<file path="config.mk">
export PLATFORM = sky130hd
export DESIGN_NAME = shift_rotate_table_mux_unit
export DESIGN_NICKNAME = d
export VERILOG_FILES = /design/src/design/shift_rotate_pkg.sv /design/src/design/shift_rotate_table_mux_unit.sv /design/src/design/table_mem.sv /design/src/design/word_rotator.sv
export VERILOG_INCLUDE_DIRS = /design/src /design/src/design
export SDC_FILE = /design/constraint.sdc
export NUM_CORES = 2
export LEC_CHECK = 0
export ABC_CLOCK_PERIOD_IN_PS = 4400
export BUFFER_PORTS_ARGS = -buffer_cell sky130_fd_sc_hd__buf_4
export CELL_PAD_IN_SITES_DETAIL_PLACEMENT = 1
export CELL_PAD_IN_SITES_GLOBAL_PLACEMENT = 2
export CORE_MARGIN = 4
export CORE_UTILIZATION = 40
export CTS_CLUSTER_DIAMETER = 30
export DETAILED_ROUTE_END_ITERATION = 8
export PLACE_DENSITY = 0.81
export SYNTH_ARGS = -nofsm -noshare
export SYNTH_HDL_FRONTEND = slang
export SYNTH_SLANG_ARGS = --single-unit
</file>
<file path="constraint.sdc">
create_clock -name clock_i -period 4.4 [get_ports clock_i]
set_input_delay 0 -clock clock_i [delete_from_list [all_inputs] [get_ports clock_i]]
set_output_delay 0 -clock clock_i [all_outputs]
set_load 0.1 [all_outputs]
</file>
<file path="src/design/shift_rotate_defs.svh">
`ifndef SHIFT_ROTATE_DEFS_SVH
`define SHIFT_ROTATE_DEFS_SVH

// Register byte offsets.
`define OFF_CTRL 8'h00
`define OFF_TSIZE 8'h04
`define OFF_SCAN 8'h08
`define OFF_TLO 8'h0C
`define OFF_THI 8'h10
`define OFF_WORD 8'h14
`define OFF_RCOUNT 8'h18
`define OFF_DEST 8'h1C
`define OFF_MSIZE 8'h20
`define OFF_MPTR 8'h24
`define OFF_STATUS 8'h28
`define OFF_TADDR 8'h2C
`define OFF_TDATA 8'h30

// Control register fields.
`define CTRL_EN_BIT 0
`define CTRL_SHIFT_BIT 1
`define CTRL_DIR_BIT 2
`define CTRL_DATA_BIT 3
// Scan command fields.
`define SCAN_INPUT_BIT 8
// Status register fields.
`define ST_CARRY_BIT 0
`define ST_TOUT_BIT 1
`define ST_ROUT_BIT 2
`define ST_MOUT_BIT 3
`define ST_CERR_BIT 4

// Sizes.
`define WORD_W 16
`define TBL_BITS 64
`define MEM_DEPTH 64
`define MEM_AW 6
`define SIZE_W 7
`define CNT_W 5
`define ROT_MIN 5'h01
`define ROT_MAX 5'h10

// Reset values.
`define TSIZE_RST 7'h40
`define MSIZE_RST 7'h40

`endif

</file>
<file path="src/design/shift_rotate_pkg.sv">
package shift_rotate_pkg;

    // Operation selected by a scan command.
    typedef enum logic [2:0] {
        OP_TABLE_SHIFT = 3'h0,
        OP_ROT_RIGHT_SINGLE = 3'h1,
        OP_ROT_LEFT_SINGLE = 3'h2,
        OP_ROT_RIGHT_MULTI = 3'h3,
        OP_ROT_LEFT_MULTI = 3'h4,
        OP_TABLE_SELECT = 3'h5
    } op_t;

    // Flags that leave the block.
    typedef struct packed {
        logic count_err;
        logic mux_out;
        logic rot_out;
        logic table_out;
        logic carry_flag;
    } unit_flags_t;

    // Captured AHB address phase.
    typedef struct packed {
        logic valid;
        logic write;
        logic [7:0] addr;
    } ahb_req_t;

endpackage

</file>
<file path="src/design/shift_rotate_table_mux_unit.sv">
// The AHB-Lite slave port and the address map were left to the implementer.
`timescale 1ns/10ps
`include "shift_rotate_defs.svh"

module shift_rotate_table_mux_unit (
    // Clock and reset.
    input wire logic clock_i,
    input wire logic nrst_i,
    // AHB-Lite slave.
    input wire logic hsel_i,
    input wire logic [31:0] haddr_i,
    input wire logic [1:0] htrans_i,
    input wire logic hwrite_i,
    input wire logic [2:0] hsize_i,
    input wire logic hready_i,
    input wire logic [31:0] hwdata_i,
    output logic [31:0] hrdata_o,
    output logic hreadyout_o,
    output logic hresp_o,
    // Block flags.
    output shift_rotate_pkg::unit_flags_t flags_o
);
    import shift_rotate_pkg::*;

    // Effective size: zero acts as one, anything above the table acts as the full table.
    function automatic logic [`SIZE_W-1:0] eff_size(input logic [`SIZE_W-1:0] raw);
        logic [`SIZE_W-1:0] r;
        r = raw;
        if (raw == 7'h00) begin
            r = 7'h01;
        end else if (raw > 7'h40) begin
            r = 7'h40;
        end
        return r;
    endfunction

    // Bit mask covering the lowest size bits of the table.
    function automatic logic [`TBL_BITS-1:0] size_mask(input logic [`SIZE_W-1:0] sz);
        logic [`TBL_BITS-1:0] m;
        m = {`TBL_BITS{1'b1}} >> (7'h40 - sz);
        return m;
    endfunction

    // Registers.
    ahb_req_t req_ff;
    logic [3:0] ctrl_ff;
    logic [`SIZE_W-1:0] tsize_ff;
    logic [`TBL_BITS-1:0] table_ff;
    logic [`WORD_W-1:0] word_ff;
    logic [`CNT_W-1:0] rcount_ff;
    logic [`WORD_W-1:0] dest_ff;
    logic [`SIZE_W-1:0] msize_ff;
    logic [`WORD_W-1:0] mptr_ff;
    logic [`MEM_AW-1:0] taddr_ff;
    unit_flags_t flags_ff;
    logic [31:0] hrdata_ff;
    logic hreadyout_ff;
    logic hresp_ff;

    // Next values.
    ahb_req_t nxt_req;
    logic [3:0] nxt_ctrl;
    logic [`SIZE_W-1:0] nxt_tsize;
    logic [`TBL_BITS-1:0] nxt_table;
    logic [`WORD_W-1:0] nxt_word;
    logic [`CNT_W-1:0] nxt_rcount;
    logic [`WORD_W-1:0] nxt_dest;
    logic [`SIZE_W-1:0] nxt_msize;
    logic [`WORD_W-1:0] nxt_mptr;
    logic [`MEM_AW-1:0] nxt_taddr;
    unit_flags_t nxt_flags;
    logic [31:0] nxt_hrdata;

    // The register map, one aligned word per register, narrow fields in the low bits.
    // Offset 0x00 holds the table controls: enable, shift, direction (up when set) and data.
    // Offset 0x04 holds the table size; zero acts as one and anything above 64 as 64.
    // Offset 0x08 is the scan command: the operation in bits 2:0, its input in bit 8.
    // Offsets 0x0C and 0x10 read back the low and high halves of the bit table.
    // Offset 0x14 is the word register that the rotates use as source or operand.
    // Offset 0x18 is the rotate count; the multi rotates accept only one through sixteen.
    // Offset 0x1C is the destination of the multi rotates and of the selector.
    // Offset 0x20 is the selector table size, clamped the same way as the bit table.
    // Offset 0x24 is the selector pointer, kept as a full word so overruns are seen.
    // Offset 0x28 reads back the flags exactly as they leave the block.
    // Offset 0x2C is the write address into the word table.
    // Offset 0x30 writes one word into the table and reads back as zero.
    // Unmapped writes are dropped and unmapped reads return zero, always with OKAY.

    // Bus timing: the address phase is captured, and a write acts at the edge that
    // closes its data phase, because only then does the write data stand on the bus.
    // Reads are answered from registers loaded at the address phase edge, so the
    // slave never needs a wait state and back to back transfers are always legal.
    // A scan is simply a write to the scan command, so every operation acts at
    // most once per bus write; holding an input on means writing the command again.

    // Bus decode wires.
    wire addr_phase = hsel_i && htrans_i[1] && hready_i;
    wire wr = req_ff.valid && req_ff.write;
    wire wr_ctrl = wr && (req_ff.addr == `OFF_CTRL);
    wire wr_tsize = wr && (req_ff.addr == `OFF_TSIZE);
    wire wr_scan = wr && (req_ff.addr == `OFF_SCAN);
    wire wr_word = wr && (req_ff.addr == `OFF_WORD);
    wire wr_rcount = wr && (req_ff.addr == `OFF_RCOUNT);
    wire wr_dest = wr && (req_ff.addr == `OFF_DEST);
    wire wr_msize = wr && (req_ff.addr == `OFF_MSIZE);
    wire wr_mptr = wr && (req_ff.addr == `OFF_MPTR);
    wire wr_taddr = wr && (req_ff.addr == `OFF_TADDR);
    wire wr_tdata = wr && (req_ff.addr == `OFF_TDATA);

    // Scan command fields.
    wire op_t scan_op = op_t'(hwdata_i[2:0]);
    wire scan_in = hwdata_i[`SCAN_INPUT_BIT];
    wire run = wr_scan && scan_in;
    wire run_tshift = wr_scan && (scan_op == OP_TABLE_SHIFT);
    wire run_rrs = run && (scan_op == OP_ROT_RIGHT_SINGLE);
    wire run_rls = run && (scan_op == OP_ROT_LEFT_SINGLE);
    wire run_rrm = run && (scan_op == OP_ROT_RIGHT_MULTI);
    wire run_rlm = run && (scan_op == OP_ROT_LEFT_MULTI);
    wire run_sel = run && (scan_op == OP_TABLE_SELECT);
    wire idle_rot = wr_scan && !scan_in && (scan_op != OP_TABLE_SHIFT);

    // Table shifter controls.
    wire t_en = ctrl_ff[`CTRL_EN_BIT];
    wire t_shift = ctrl_ff[`CTRL_SHIFT_BIT];
    wire t_dir = ctrl_ff[`CTRL_DIR_BIT];
    wire t_data = ctrl_ff[`CTRL_DATA_BIT];
    wire [`SIZE_W-1:0] t_sz = eff_size(tsize_ff);
    wire [`TBL_BITS-1:0] t_mask = size_mask(t_sz);
    wire [`SIZE_W-1:0] t_top = t_sz - 7'h01;
    wire [`TBL_BITS-1:0] t_top_bit = {{(`TBL_BITS-1){1'b0}}, 1'b1} << t_top;
    wire t_step = run_tshift && t_en && t_shift;

    // Shifted tables; the data bit enters at the bottom going up, at the top going down.
    wire [`TBL_BITS-1:0] t_up = ({table_ff[`TBL_BITS-2:0], t_data}) & t_mask;
    wire [`TBL_BITS-1:0] t_down = ({1'b0, table_ff[`TBL_BITS-1:1]} & ~t_top_bit)
                                 | (t_data ? t_top_bit : {`TBL_BITS{1'b0}});
    wire t_out_up = table_ff[t_top[5:0]];
    wire t_out_down = table_ff[0];

    // Rotate operands and results.
    logic [`WORD_W-1:0] rot_res;
    wire cnt_ok = (rcount_ff >= `ROT_MIN) && (rcount_ff <= `ROT_MAX);
    wire rot_multi = run_rrm || run_rlm;
    wire [`WORD_W-1:0] rrs_res = {word_ff[0], word_ff[`WORD_W-1:1]};
    wire [`WORD_W-1:0] rls_res = {word_ff[`WORD_W-2:0], word_ff[`WORD_W-1]};

    word_rotator u_rot (
        .word_i(word_ff),
        .count_i(rcount_ff),
        .left_i(run_rlm),
        .result_o(rot_res)
    );

    // Table memory; the read address follows a pointer write on the same edge.
    logic [`WORD_W-1:0] mem_rdata;
    wire [`WORD_W-1:0] rd_ptr = wr_mptr ? hwdata_i[`WORD_W-1:0] : mptr_ff;
    wire [`SIZE_W-1:0] m_sz = eff_size(msize_ff);
    wire ptr_over = (mptr_ff >= {{(`WORD_W-`SIZE_W){1'b0}}, m_sz});

    table_mem u_mem (
        .clock_i(clock_i),
        .we_i(wr_tdata),
        .waddr_i(taddr_ff),
        .wdata_i(hwdata_i[`WORD_W-1:0]),
        .raddr_i(rd_ptr[`MEM_AW-1:0]),
        .rdata_o(mem_rdata)
    );

    // Bus request capture and plain register writes.
    assign nxt_req.valid = addr_phase;
    assign nxt_req.write = hwrite_i;
    assign nxt_req.addr = haddr_i[7:0];
    assign nxt_ctrl = wr_ctrl ? hwdata_i[3:0] : ctrl_ff;
    assign nxt_tsize = wr_tsize ? hwdata_i[`SIZE_W-1:0] : tsize_ff;
    assign nxt_rcount = wr_rcount ? hwdata_i[`CNT_W-1:0] : rcount_ff;
    assign nxt_msize = wr_msize ? hwdata_i[`SIZE_W-1:0] : msize_ff;
    assign nxt_mptr = rd_ptr;
    assign nxt_taddr = wr_taddr ? hwdata_i[`MEM_AW-1:0] : taddr_ff;

    // Bit table: cleared while disabled, one step per table-shift scan that sees shift on.
    always_comb begin
        nxt_table = table_ff;
        if (!t_en) begin
            nxt_table = {`TBL_BITS{1'b0}};
        end else if (t_step) begin
            nxt_table = t_dir ? t_up : t_down;
        end
    end

    // Word register: software write or single-bit rotate in place.
    always_comb begin
        nxt_word = word_ff;
        if (wr_word) begin
            nxt_word = hwdata_i[`WORD_W-1:0];
        end else if (run_rrs) begin
            nxt_word = rrs_res;
        end else if (run_rls) begin
            nxt_word = rls_res;
        end
    end

    // Destination: multi rotate result or selected table word.
    always_comb begin
        nxt_dest = dest_ff;
        if (wr_dest) begin
            nxt_dest = hwdata_i[`WORD_W-1:0];
        end else if (rot_multi && cnt_ok) begin
            nxt_dest = rot_res;
        end else if (run_sel && !ptr_over) begin
            nxt_dest = mem_rdata;
        end
    end

    // Flags: carry, table output, rotate output, selector output, count error.
    // The table and the rotates share one carry flag; a disabled table clears it on
    // every cycle, so software must keep the table enabled while it relies on the
    // carry left by a rotate.
    // A rotate in the same cycle as a table step wins the carry, since it is
    // written later in this process; one scan only ever names one operation, so
    // the two cannot both be asked for by a single command.
    // The rotate and selector outputs hold their value until the next scan of
    // their own kind; the rotate output is also cleared by a scan of operation
    // code 6 or 7 with its input off. This lets software read them back at leisure.
    always_comb begin
        nxt_flags = flags_ff;
        // The table output follows the top or bottom bit for the current direction.
        if (!t_en) begin
            nxt_flags.table_out = 1'b0;
            nxt_flags.carry_flag = 1'b0;
        end else begin
            nxt_flags.table_out = t_dir ? nxt_table[t_top[5:0]] : nxt_table[0];
            if (t_step) begin
                nxt_flags.carry_flag = t_dir ? t_out_up : t_out_down;
            end
        end
        // Rotates.
        if (run_rrs) begin
            nxt_flags.carry_flag = word_ff[0];
            nxt_flags.rot_out = rrs_res[0];
            nxt_flags.count_err = 1'b0;
        end else if (run_rls) begin
            nxt_flags.carry_flag = word_ff[`WORD_W-1];
            nxt_flags.rot_out = rls_res[`WORD_W-1];
            nxt_flags.count_err = 1'b0;
        end else if (rot_multi && cnt_ok) begin
            // The last bit carried round lands at the far end of the result.
            nxt_flags.carry_flag = run_rrm ? rot_res[`WORD_W-1] : rot_res[0];
            nxt_flags.rot_out = run_rrm ? rot_res[0] : rot_res[`WORD_W-1];
            nxt_flags.count_err = 1'b0;
        end else if (rot_multi) begin
            nxt_flags.rot_out = 1'b0;
            nxt_flags.count_err = 1'b1;
        end else if (idle_rot && (scan_op != OP_TABLE_SELECT)) begin
            nxt_flags.rot_out = 1'b0;
        end
        // Table selector.
        if (run_sel) begin
            nxt_flags.mux_out = ptr_over;
        end else if (idle_rot && (scan_op == OP_TABLE_SELECT)) begin
            nxt_flags.mux_out = 1'b0;
        end
    end

    // Read data for the coming data phase; unmapped addresses read zero.
    always_comb begin
        nxt_hrdata = 32'h0000_0000;
        if (addr_phase && !hwrite_i) begin
            case (haddr_i[7:0])
                `OFF_CTRL: nxt_hrdata = {28'h000_0000, ctrl_ff};
                `OFF_TSIZE: nxt_hrdata = {25'h000_0000, tsize_ff};
                `OFF_TLO: nxt_hrdata = table_ff[31:0];
                `OFF_THI: nxt_hrdata = table_ff[63:32];
                `OFF_WORD: nxt_hrdata = {16'h0000, word_ff};
                `OFF_RCOUNT: nxt_hrdata = {27'h000_0000, rcount_ff};
                `OFF_DEST: nxt_hrdata = {16'h0000, dest_ff};
                `OFF_MSIZE: nxt_hrdata = {25'h000_0000, msize_ff};
                `OFF_MPTR: nxt_hrdata = {16'h0000, mptr_ff};
                `OFF_STATUS: nxt_hrdata = {27'h000_0000, flags_ff};
                `OFF_TADDR: nxt_hrdata = {26'h000_0000, taddr_ff};
                default: nxt_hrdata = 32'h0000_0000;
            endcase
        end
    end

    // Bus side registers.
    always_ff @(posedge clock_i or negedge nrst_i) begin
        if (!nrst_i) begin
            req_ff <= '0;
            hrdata_ff <= 32'h0000_0000;
            hreadyout_ff <= 1'b1;
            hresp_ff <= 1'b0;
        end else begin
            req_ff <= nxt_req;
            hrdata_ff <= nxt_hrdata;
            hreadyout_ff <= 1'b1; // Zero wait states.
            hresp_ff <= 1'b0; // Always OKAY.
        end
    end

    // Configuration registers.
    always_ff @(posedge clock_i or negedge nrst_i) begin
        if (!nrst_i) begin
            ctrl_ff <= 4'h0;
            tsize_ff <= `TSIZE_RST;
            rcount_ff <= `ROT_MIN;
            msize_ff <= `MSIZE_RST;
            mptr_ff <= 16'h0000;
            taddr_ff <= 6'h00;
        end else begin
            ctrl_ff <= nxt_ctrl;
            tsize_ff <= nxt_tsize;
            rcount_ff <= nxt_rcount;
            msize_ff <= nxt_msize;
            mptr_ff <= nxt_mptr;
            taddr_ff <= nxt_taddr;
        end
    end

    // Datapath state.
    always_ff @(posedge clock_i or negedge nrst_i) begin
        if (!nrst_i) begin
            table_ff <= 64'h0000_0000_0000_0000;
            word_ff <= 16'h0000;
            dest_ff <= 16'h0000;
            flags_ff <= '0;
        end else begin
            table_ff <= nxt_table;
            word_ff <= nxt_word;
            dest_ff <= nxt_dest;
            flags_ff <= nxt_flags;
        end
    end

    // Outputs come straight from flip-flops.
    assign hrdata_o = hrdata_ff;
    assign hreadyout_o = hreadyout_ff;
    assign hresp_o = hresp_ff;
    assign flags_o = flags_ff;

endmodule // shift_rotate_table_mux_unit

</file>
<file path="src/design/table_mem.sv">
`timescale 1ns/10ps
`include "shift_rotate_defs.svh"

module table_mem (
    // Clock.
    input wire logic clock_i,
    // Write port.
    input wire logic we_i,
    input wire logic [`MEM_AW-1:0] waddr_i,
    input wire logic [`WORD_W-1:0] wdata_i,
    // Read port.
    input wire logic [`MEM_AW-1:0] raddr_i,
    output logic [`WORD_W-1:0] rdata_o
);

    logic [`WORD_W-1:0] mem [`MEM_DEPTH];

    // Write, and registered read that forwards a same-edge write.
    always_ff @(posedge clock_i) begin
        if (we_i) begin
            mem[waddr_i] <= wdata_i;
        end
        if (we_i && (waddr_i == raddr_i)) begin
            rdata_o <= wdata_i;
        end else begin
            rdata_o <= mem[raddr_i];
        end
    end

endmodule // table_mem

</file>
<file path="src/design/word_rotator.sv">
`timescale 1ns/10ps
`include "shift_rotate_defs.svh"

module word_rotator (
    // Operands.
    input wire logic [`WORD_W-1:0] word_i,
    input wire logic [`CNT_W-1:0] count_i,
    input wire logic left_i,
    // Result.
    output logic [`WORD_W-1:0] result_o
);

    logic [2*`WORD_W-1:0] dbl;
    logic [2*`WORD_W-1:0] shr;
    logic [2*`WORD_W-1:0] shl;

    // Doubling the word turns a plain shift into a rotation; count 16 gives the word back.
    assign dbl = {word_i, word_i};
    assign shr = dbl >> count_i;
    assign shl = dbl << count_i;
    assign result_o = left_i ? shl[2*`WORD_W-1:`WORD_W] : shr[`WORD_W-1:0];

endmodule // word_rotator

</file>
==> results <==
- For this run, design rule violations remaining after detail routing come to 3.
- For this design the ratio of total power to cell area is about 520 nW/µm².
- After detailed routing, the number of vias per cell comes to between 6 and 7.
- The worst max-slew margin expressed relative to the limit is between 15 and 20%.
- The initial antenna violation count is 7.
- From left edge to right edge, the die measures around 370 µm.
- Input and output buffers added on the ports amount to 66.
- The leakage power is roughly 24 nW.
- Internal power comes to 27.9 mW.
- The proportion of power drawn by the clock network is slightly above 60%.
- The violation count after the first detailed-routing iteration is approximately 4.4k.
- The synthesis-stage register bit count is approximately 1.2k.
- The design draws between 30 and 40 mW.
- Counting flops with a built-in enable in the synthesized netlist gives 1024.
- At the pin with the least slew margin, the transition time is 1.24 ns.
- On the final layout, the worst clock skew is approximately 0.07 ns.
- The largest single stage delay on the critical path is ~0.69 ns.
- The sum of net half-perimeters after detailed placement is ~110000 µm.
- Counting flops with an async set or reset pin after synthesis yields a share of 15.4%.
- The detailed-route wire length is approximately 180000 µm.
- The global-route wire length before repair is between 200000 and 300000 µm.
- The relative contribution of combinational cells to total power is under 10%.
- The standard-cell row count is 133.
- The tool flagged a number of max-cap violations equal to 0.
- The sum of negative setup slack is 0 ns.
- The layout cell share with drive strength beyond 1 is around a third.
- For this run, the leading register cell type out of synthesis is sky130_fd_sc_hd__edfxtp_1.
- TritonCTS built the clock tree.
- The synthesized net count is about 3.3k.
- For the worst setup path, the data required time is between 5 and 6 ns.
- The yosys synthesis warning count is 0.
- The cell area that synthesis handed to floorplanning was about 53000 µm².
- The initial utilization of the core area, before any placement, comes to 40.4%.
- After synthesis, the largest area contributor takes up between 50% and 60% of total cell area.
- Detailed routing inserted a total of ~35k vias.
- The run finished, with violations left.
- The overall die height is ~370 µm.
- The count of final max-slew check failures came to 0.
- The arrival time reported for the critical path endpoint is slightly below 5 ns.
- The count of H-tree levels built during CTS is 5.
- The share of synthesized area occupied by flip-flops and latches is 66.8%.
- The critical path is of the flop to flop type.
- In this run, distinct cell masters in the synthesized netlist total 86.
- Counting along the longest clock path gives a buffer depth of 4.
- The worst supply voltage drop on vdd is 468 µV.
- A synthesized cell averages 16.7 µm².
- After the last flow step, the layout net total stands at roughly 3.7k.
- The via count of the first global-routing pass is about 37k.
- The classification of the worst-slack hold path is input port to flop.
- The final clock period utilization by the worst path is a little over nine tenths.
- The number of I/O pins is around 110.
- Setup slack on the critical path of the routed design comes to approximately 0.16 ns.
- The total buffers and inverters traversed by the critical path is 1.
- Along the worst path, the maximum fanout reaches 10.
- The final reports fail on design-rule violations.
- The placeable core region is roughly 130000 µm².
- The number of failing hold endpoints at the final stage is 0.
- After synthesis, the cell types taking the most area are sky130_fd_sc_hd__edfxtp_1 (58%), sky130_fd_sc_hd__mux4_2 (16%), sky130_fd_sc_hd__dfrtp_1 (8.7%).
- sky130_fd_sc_hd__edfxtp_1 is the most common cell in the netlist.
- The post-synthesis instance total is approximately 3.2k.
- Setup violations remaining at the end of the flow were counted as 0.
- The average detailed-routed wire length per instance is between 30 and 40 µm.
- The cell family contributing the most delay on the critical path is compound AO/OA/AOI/OAI gates.
- The first detailed-routing pass ran for 9 iterations.
- The number of buffers added for setup after CTS is 0.
- The sequential fraction of design power is 35.9%.
- The final critical path time including I/O delays and setup is approximately 4.2 ns.
- The routability congestion estimate is 0.941.
- The area growth from synthesis to layout is 26.4%.
- The cell type with the largest total area after synthesis is sky130_fd_sc_hd__edfxtp_1.
- The worst slack at placement is around 0.19 ns.
- For this design, the sink count on the clock tree is 1218.
- The switching power share of the total is between 20% and 30%.
- The top achievable clock speed is between 0.2 and 0.25 GHz.
- The root buffer cell chosen for the clock tree is sky130_fd_sc_hd__clkbuf_16.
- The total clock buffers created by CTS is 285.
- The slowest stage of the critical path belongs to the cell sky130_fd_sc_hd__nor4_1.
- The total net switching power is 7.35 mW.
- STA classifies the critical path startpoint as a flop.
- The global-route usage over all layers is a little over a quarter.
- The critical path goes through nor3_4, a21oi_2, nor2_4, inv_1, ha_1, ha_1, nand2b_1, nor4_1, o2111ai_1, o211a_1, a2111oi_0, o221ai_1, o311ai_0, a221oi_2.
- The floorplan step defined a die boundary enclosing ~140000 µm².
- The insertion delay to the later sink of the worst-skew pair is slightly above 0.9 ns.
- The count of antenna-violating nets left after detailed routing is 0.
- After global routing the overflow that remains totals 0.
- Setup repair after global routing left no endpoint under its margin.
- After clock tree synthesis, the clock-pin slew on the worst setup and hold paths is around 0.050 ns.
- Sorting the synthesized cells by how often they occur yields sky130_fd_sc_hd__edfxtp_1 (1024), sky130_fd_sc_hd__mux4_2 (367), sky130_fd_sc_hd__nand2_1 (212).
- STA classifies the critical path endpoint as a flop.
- Entering global routing, the biggest net connects 73 pins.
- The most common cell type on the critical path is sky130_fd_sc_hd__ha_1.
## kinds of logic (layout without fill, tap and decap cells)
| logic type | Yosys count | in the layout | share of synthesized area, % |
|---|---|---|---|
| compound gates | 497 | 497 | 6.61 |
| xor+xnor | 3 | 3 | 0.0493 |
| fa+ha+maj | 16 | 16 | 0.376 |
| buf+inv | 269 | 865 | 1.99 |
| flops | 1218 | 1218 | 66.8 |
| mux | 505 | 505 | 18.2 |
| other cells | 2 | 6 | 0.0141 |
| simple gates | 674 | 674 | 5.99 |
## state kept, by name, indices dropped and copies added, names as in the netlist, 6 cells and up, named ones only
name	count
hrdata_o	32
msize_ff	7
tsize_ff	7
u_mem.mem	1024
taddr_ff	6
table_ff	64
dest_ff	16
req_ff	10
mptr_ff	16
word_ff	16
## power groups by stage
stage	clock (mW)	combinational [mW]	sequential (mW)
after floorplan	0	0.390	12.8
after global placement	0	0.818	12.8
after detailed placement	0	0.845	12.8
after CTS	21.9	0.897	12.6
after global routing	22.6	0.948	12.6
final	21.7	0.902	12.6
## cells in the final DEF (no fill, tap or decap), drive strengths merged, types with 16 or more instances in the layout
master,netlist,routed
clkinv,2,75
a21oi,51,51
dfrtp,185,185
ha,16,16
inv,26,41
a31oi,53,53
buf,75,299
clkbuf,166,332
clkinvlp,0,28
o21ai,104,104
nand2,212,212
and3,18,18
o211ai,51,51
a22oi,45,45
mux2,40,40
nor4,33,33
a222oi,24,24
nand4,18,18
mux2i,98,98
nor2b,17,17
edfxtp,1024,1024
bufinv,0,48
nor2,201,201
a211oi,17,17
nor3,39,39
dlygate4sd3,0,42
and2,28,28
mux4,367,367
nand3,48,48
nand2b,18,18
## worst reg2reg max path: cells and delay by family (launching register included)
kind	cells	cell delay (ns)
buf+inv	1	0.09
simple gates	4	1.38
flops	1	0.40
fa+ha+maj	2	0.69
compound gates	7	1.50
## layer usage
metal	vias up	part of all wire (%)	track usage (%)
met5	-	0.024	0
met4	4	5.1	12.7
met3	503	9.1	6.04
met2	2157	47	40.4
met1	18400	39	35.5
li1	13900	-	-
## timing repair
action,4_1_cts,5_1_grt
hold endpoints to repair,1136,0
hold buffers,43,0
endpoints found under the setup margin,0,1
gates resized for setup,0,2
## metrics by stage
step / hold WS [ns] / cells / utilization [%] / instance area, µm²
floorplan: -0.296 / 3184 / - / 53300
finish: 0.104 / 5539 / 51.0 / 67300
global route: 0.0894 / 5536 / 51.0 / 67300
global placement: 0.0521 / 4997 / 43.3 / 57200
CTS: 0.0491 / 5535 / 51.0 / 67300
detailed placement: 0.0447 / 4997 / 43.3 / 57200
## final cells by class
cell class | count | area (µm²)
tap | 1755 | 2200
timing repair buffer | 342 | 2960
multi-input combinational | 1697 | 16800
inverter | 28 | 105
clock buffer | 331 | 7570
antenna | 4 | 10.0
fill | 12200 | 64600
clock inverter | 164 | 2160
sequential | 1218 | 35600
## final timing paths
check,start,end,slack (ns),cells past startpoint
worst max-delay path,tsize_ff[4],flags_o[1],0.16,14
worst min-delay path,hwdata_i[8],u_mem.mem[49][8],0.10,2
worst max register to register,tsize_ff[4],flags_o[1],0.16,14
worst min register to register,ctrl_ff[1],ctrl_ff[1],0.53,1
max in group asynchronous,nrst_i,word_ff[14],3.46,4
min in group asynchronous,nrst_i,tsize_ff[6],0.30,3
Power figures use the tool's default switching activity.
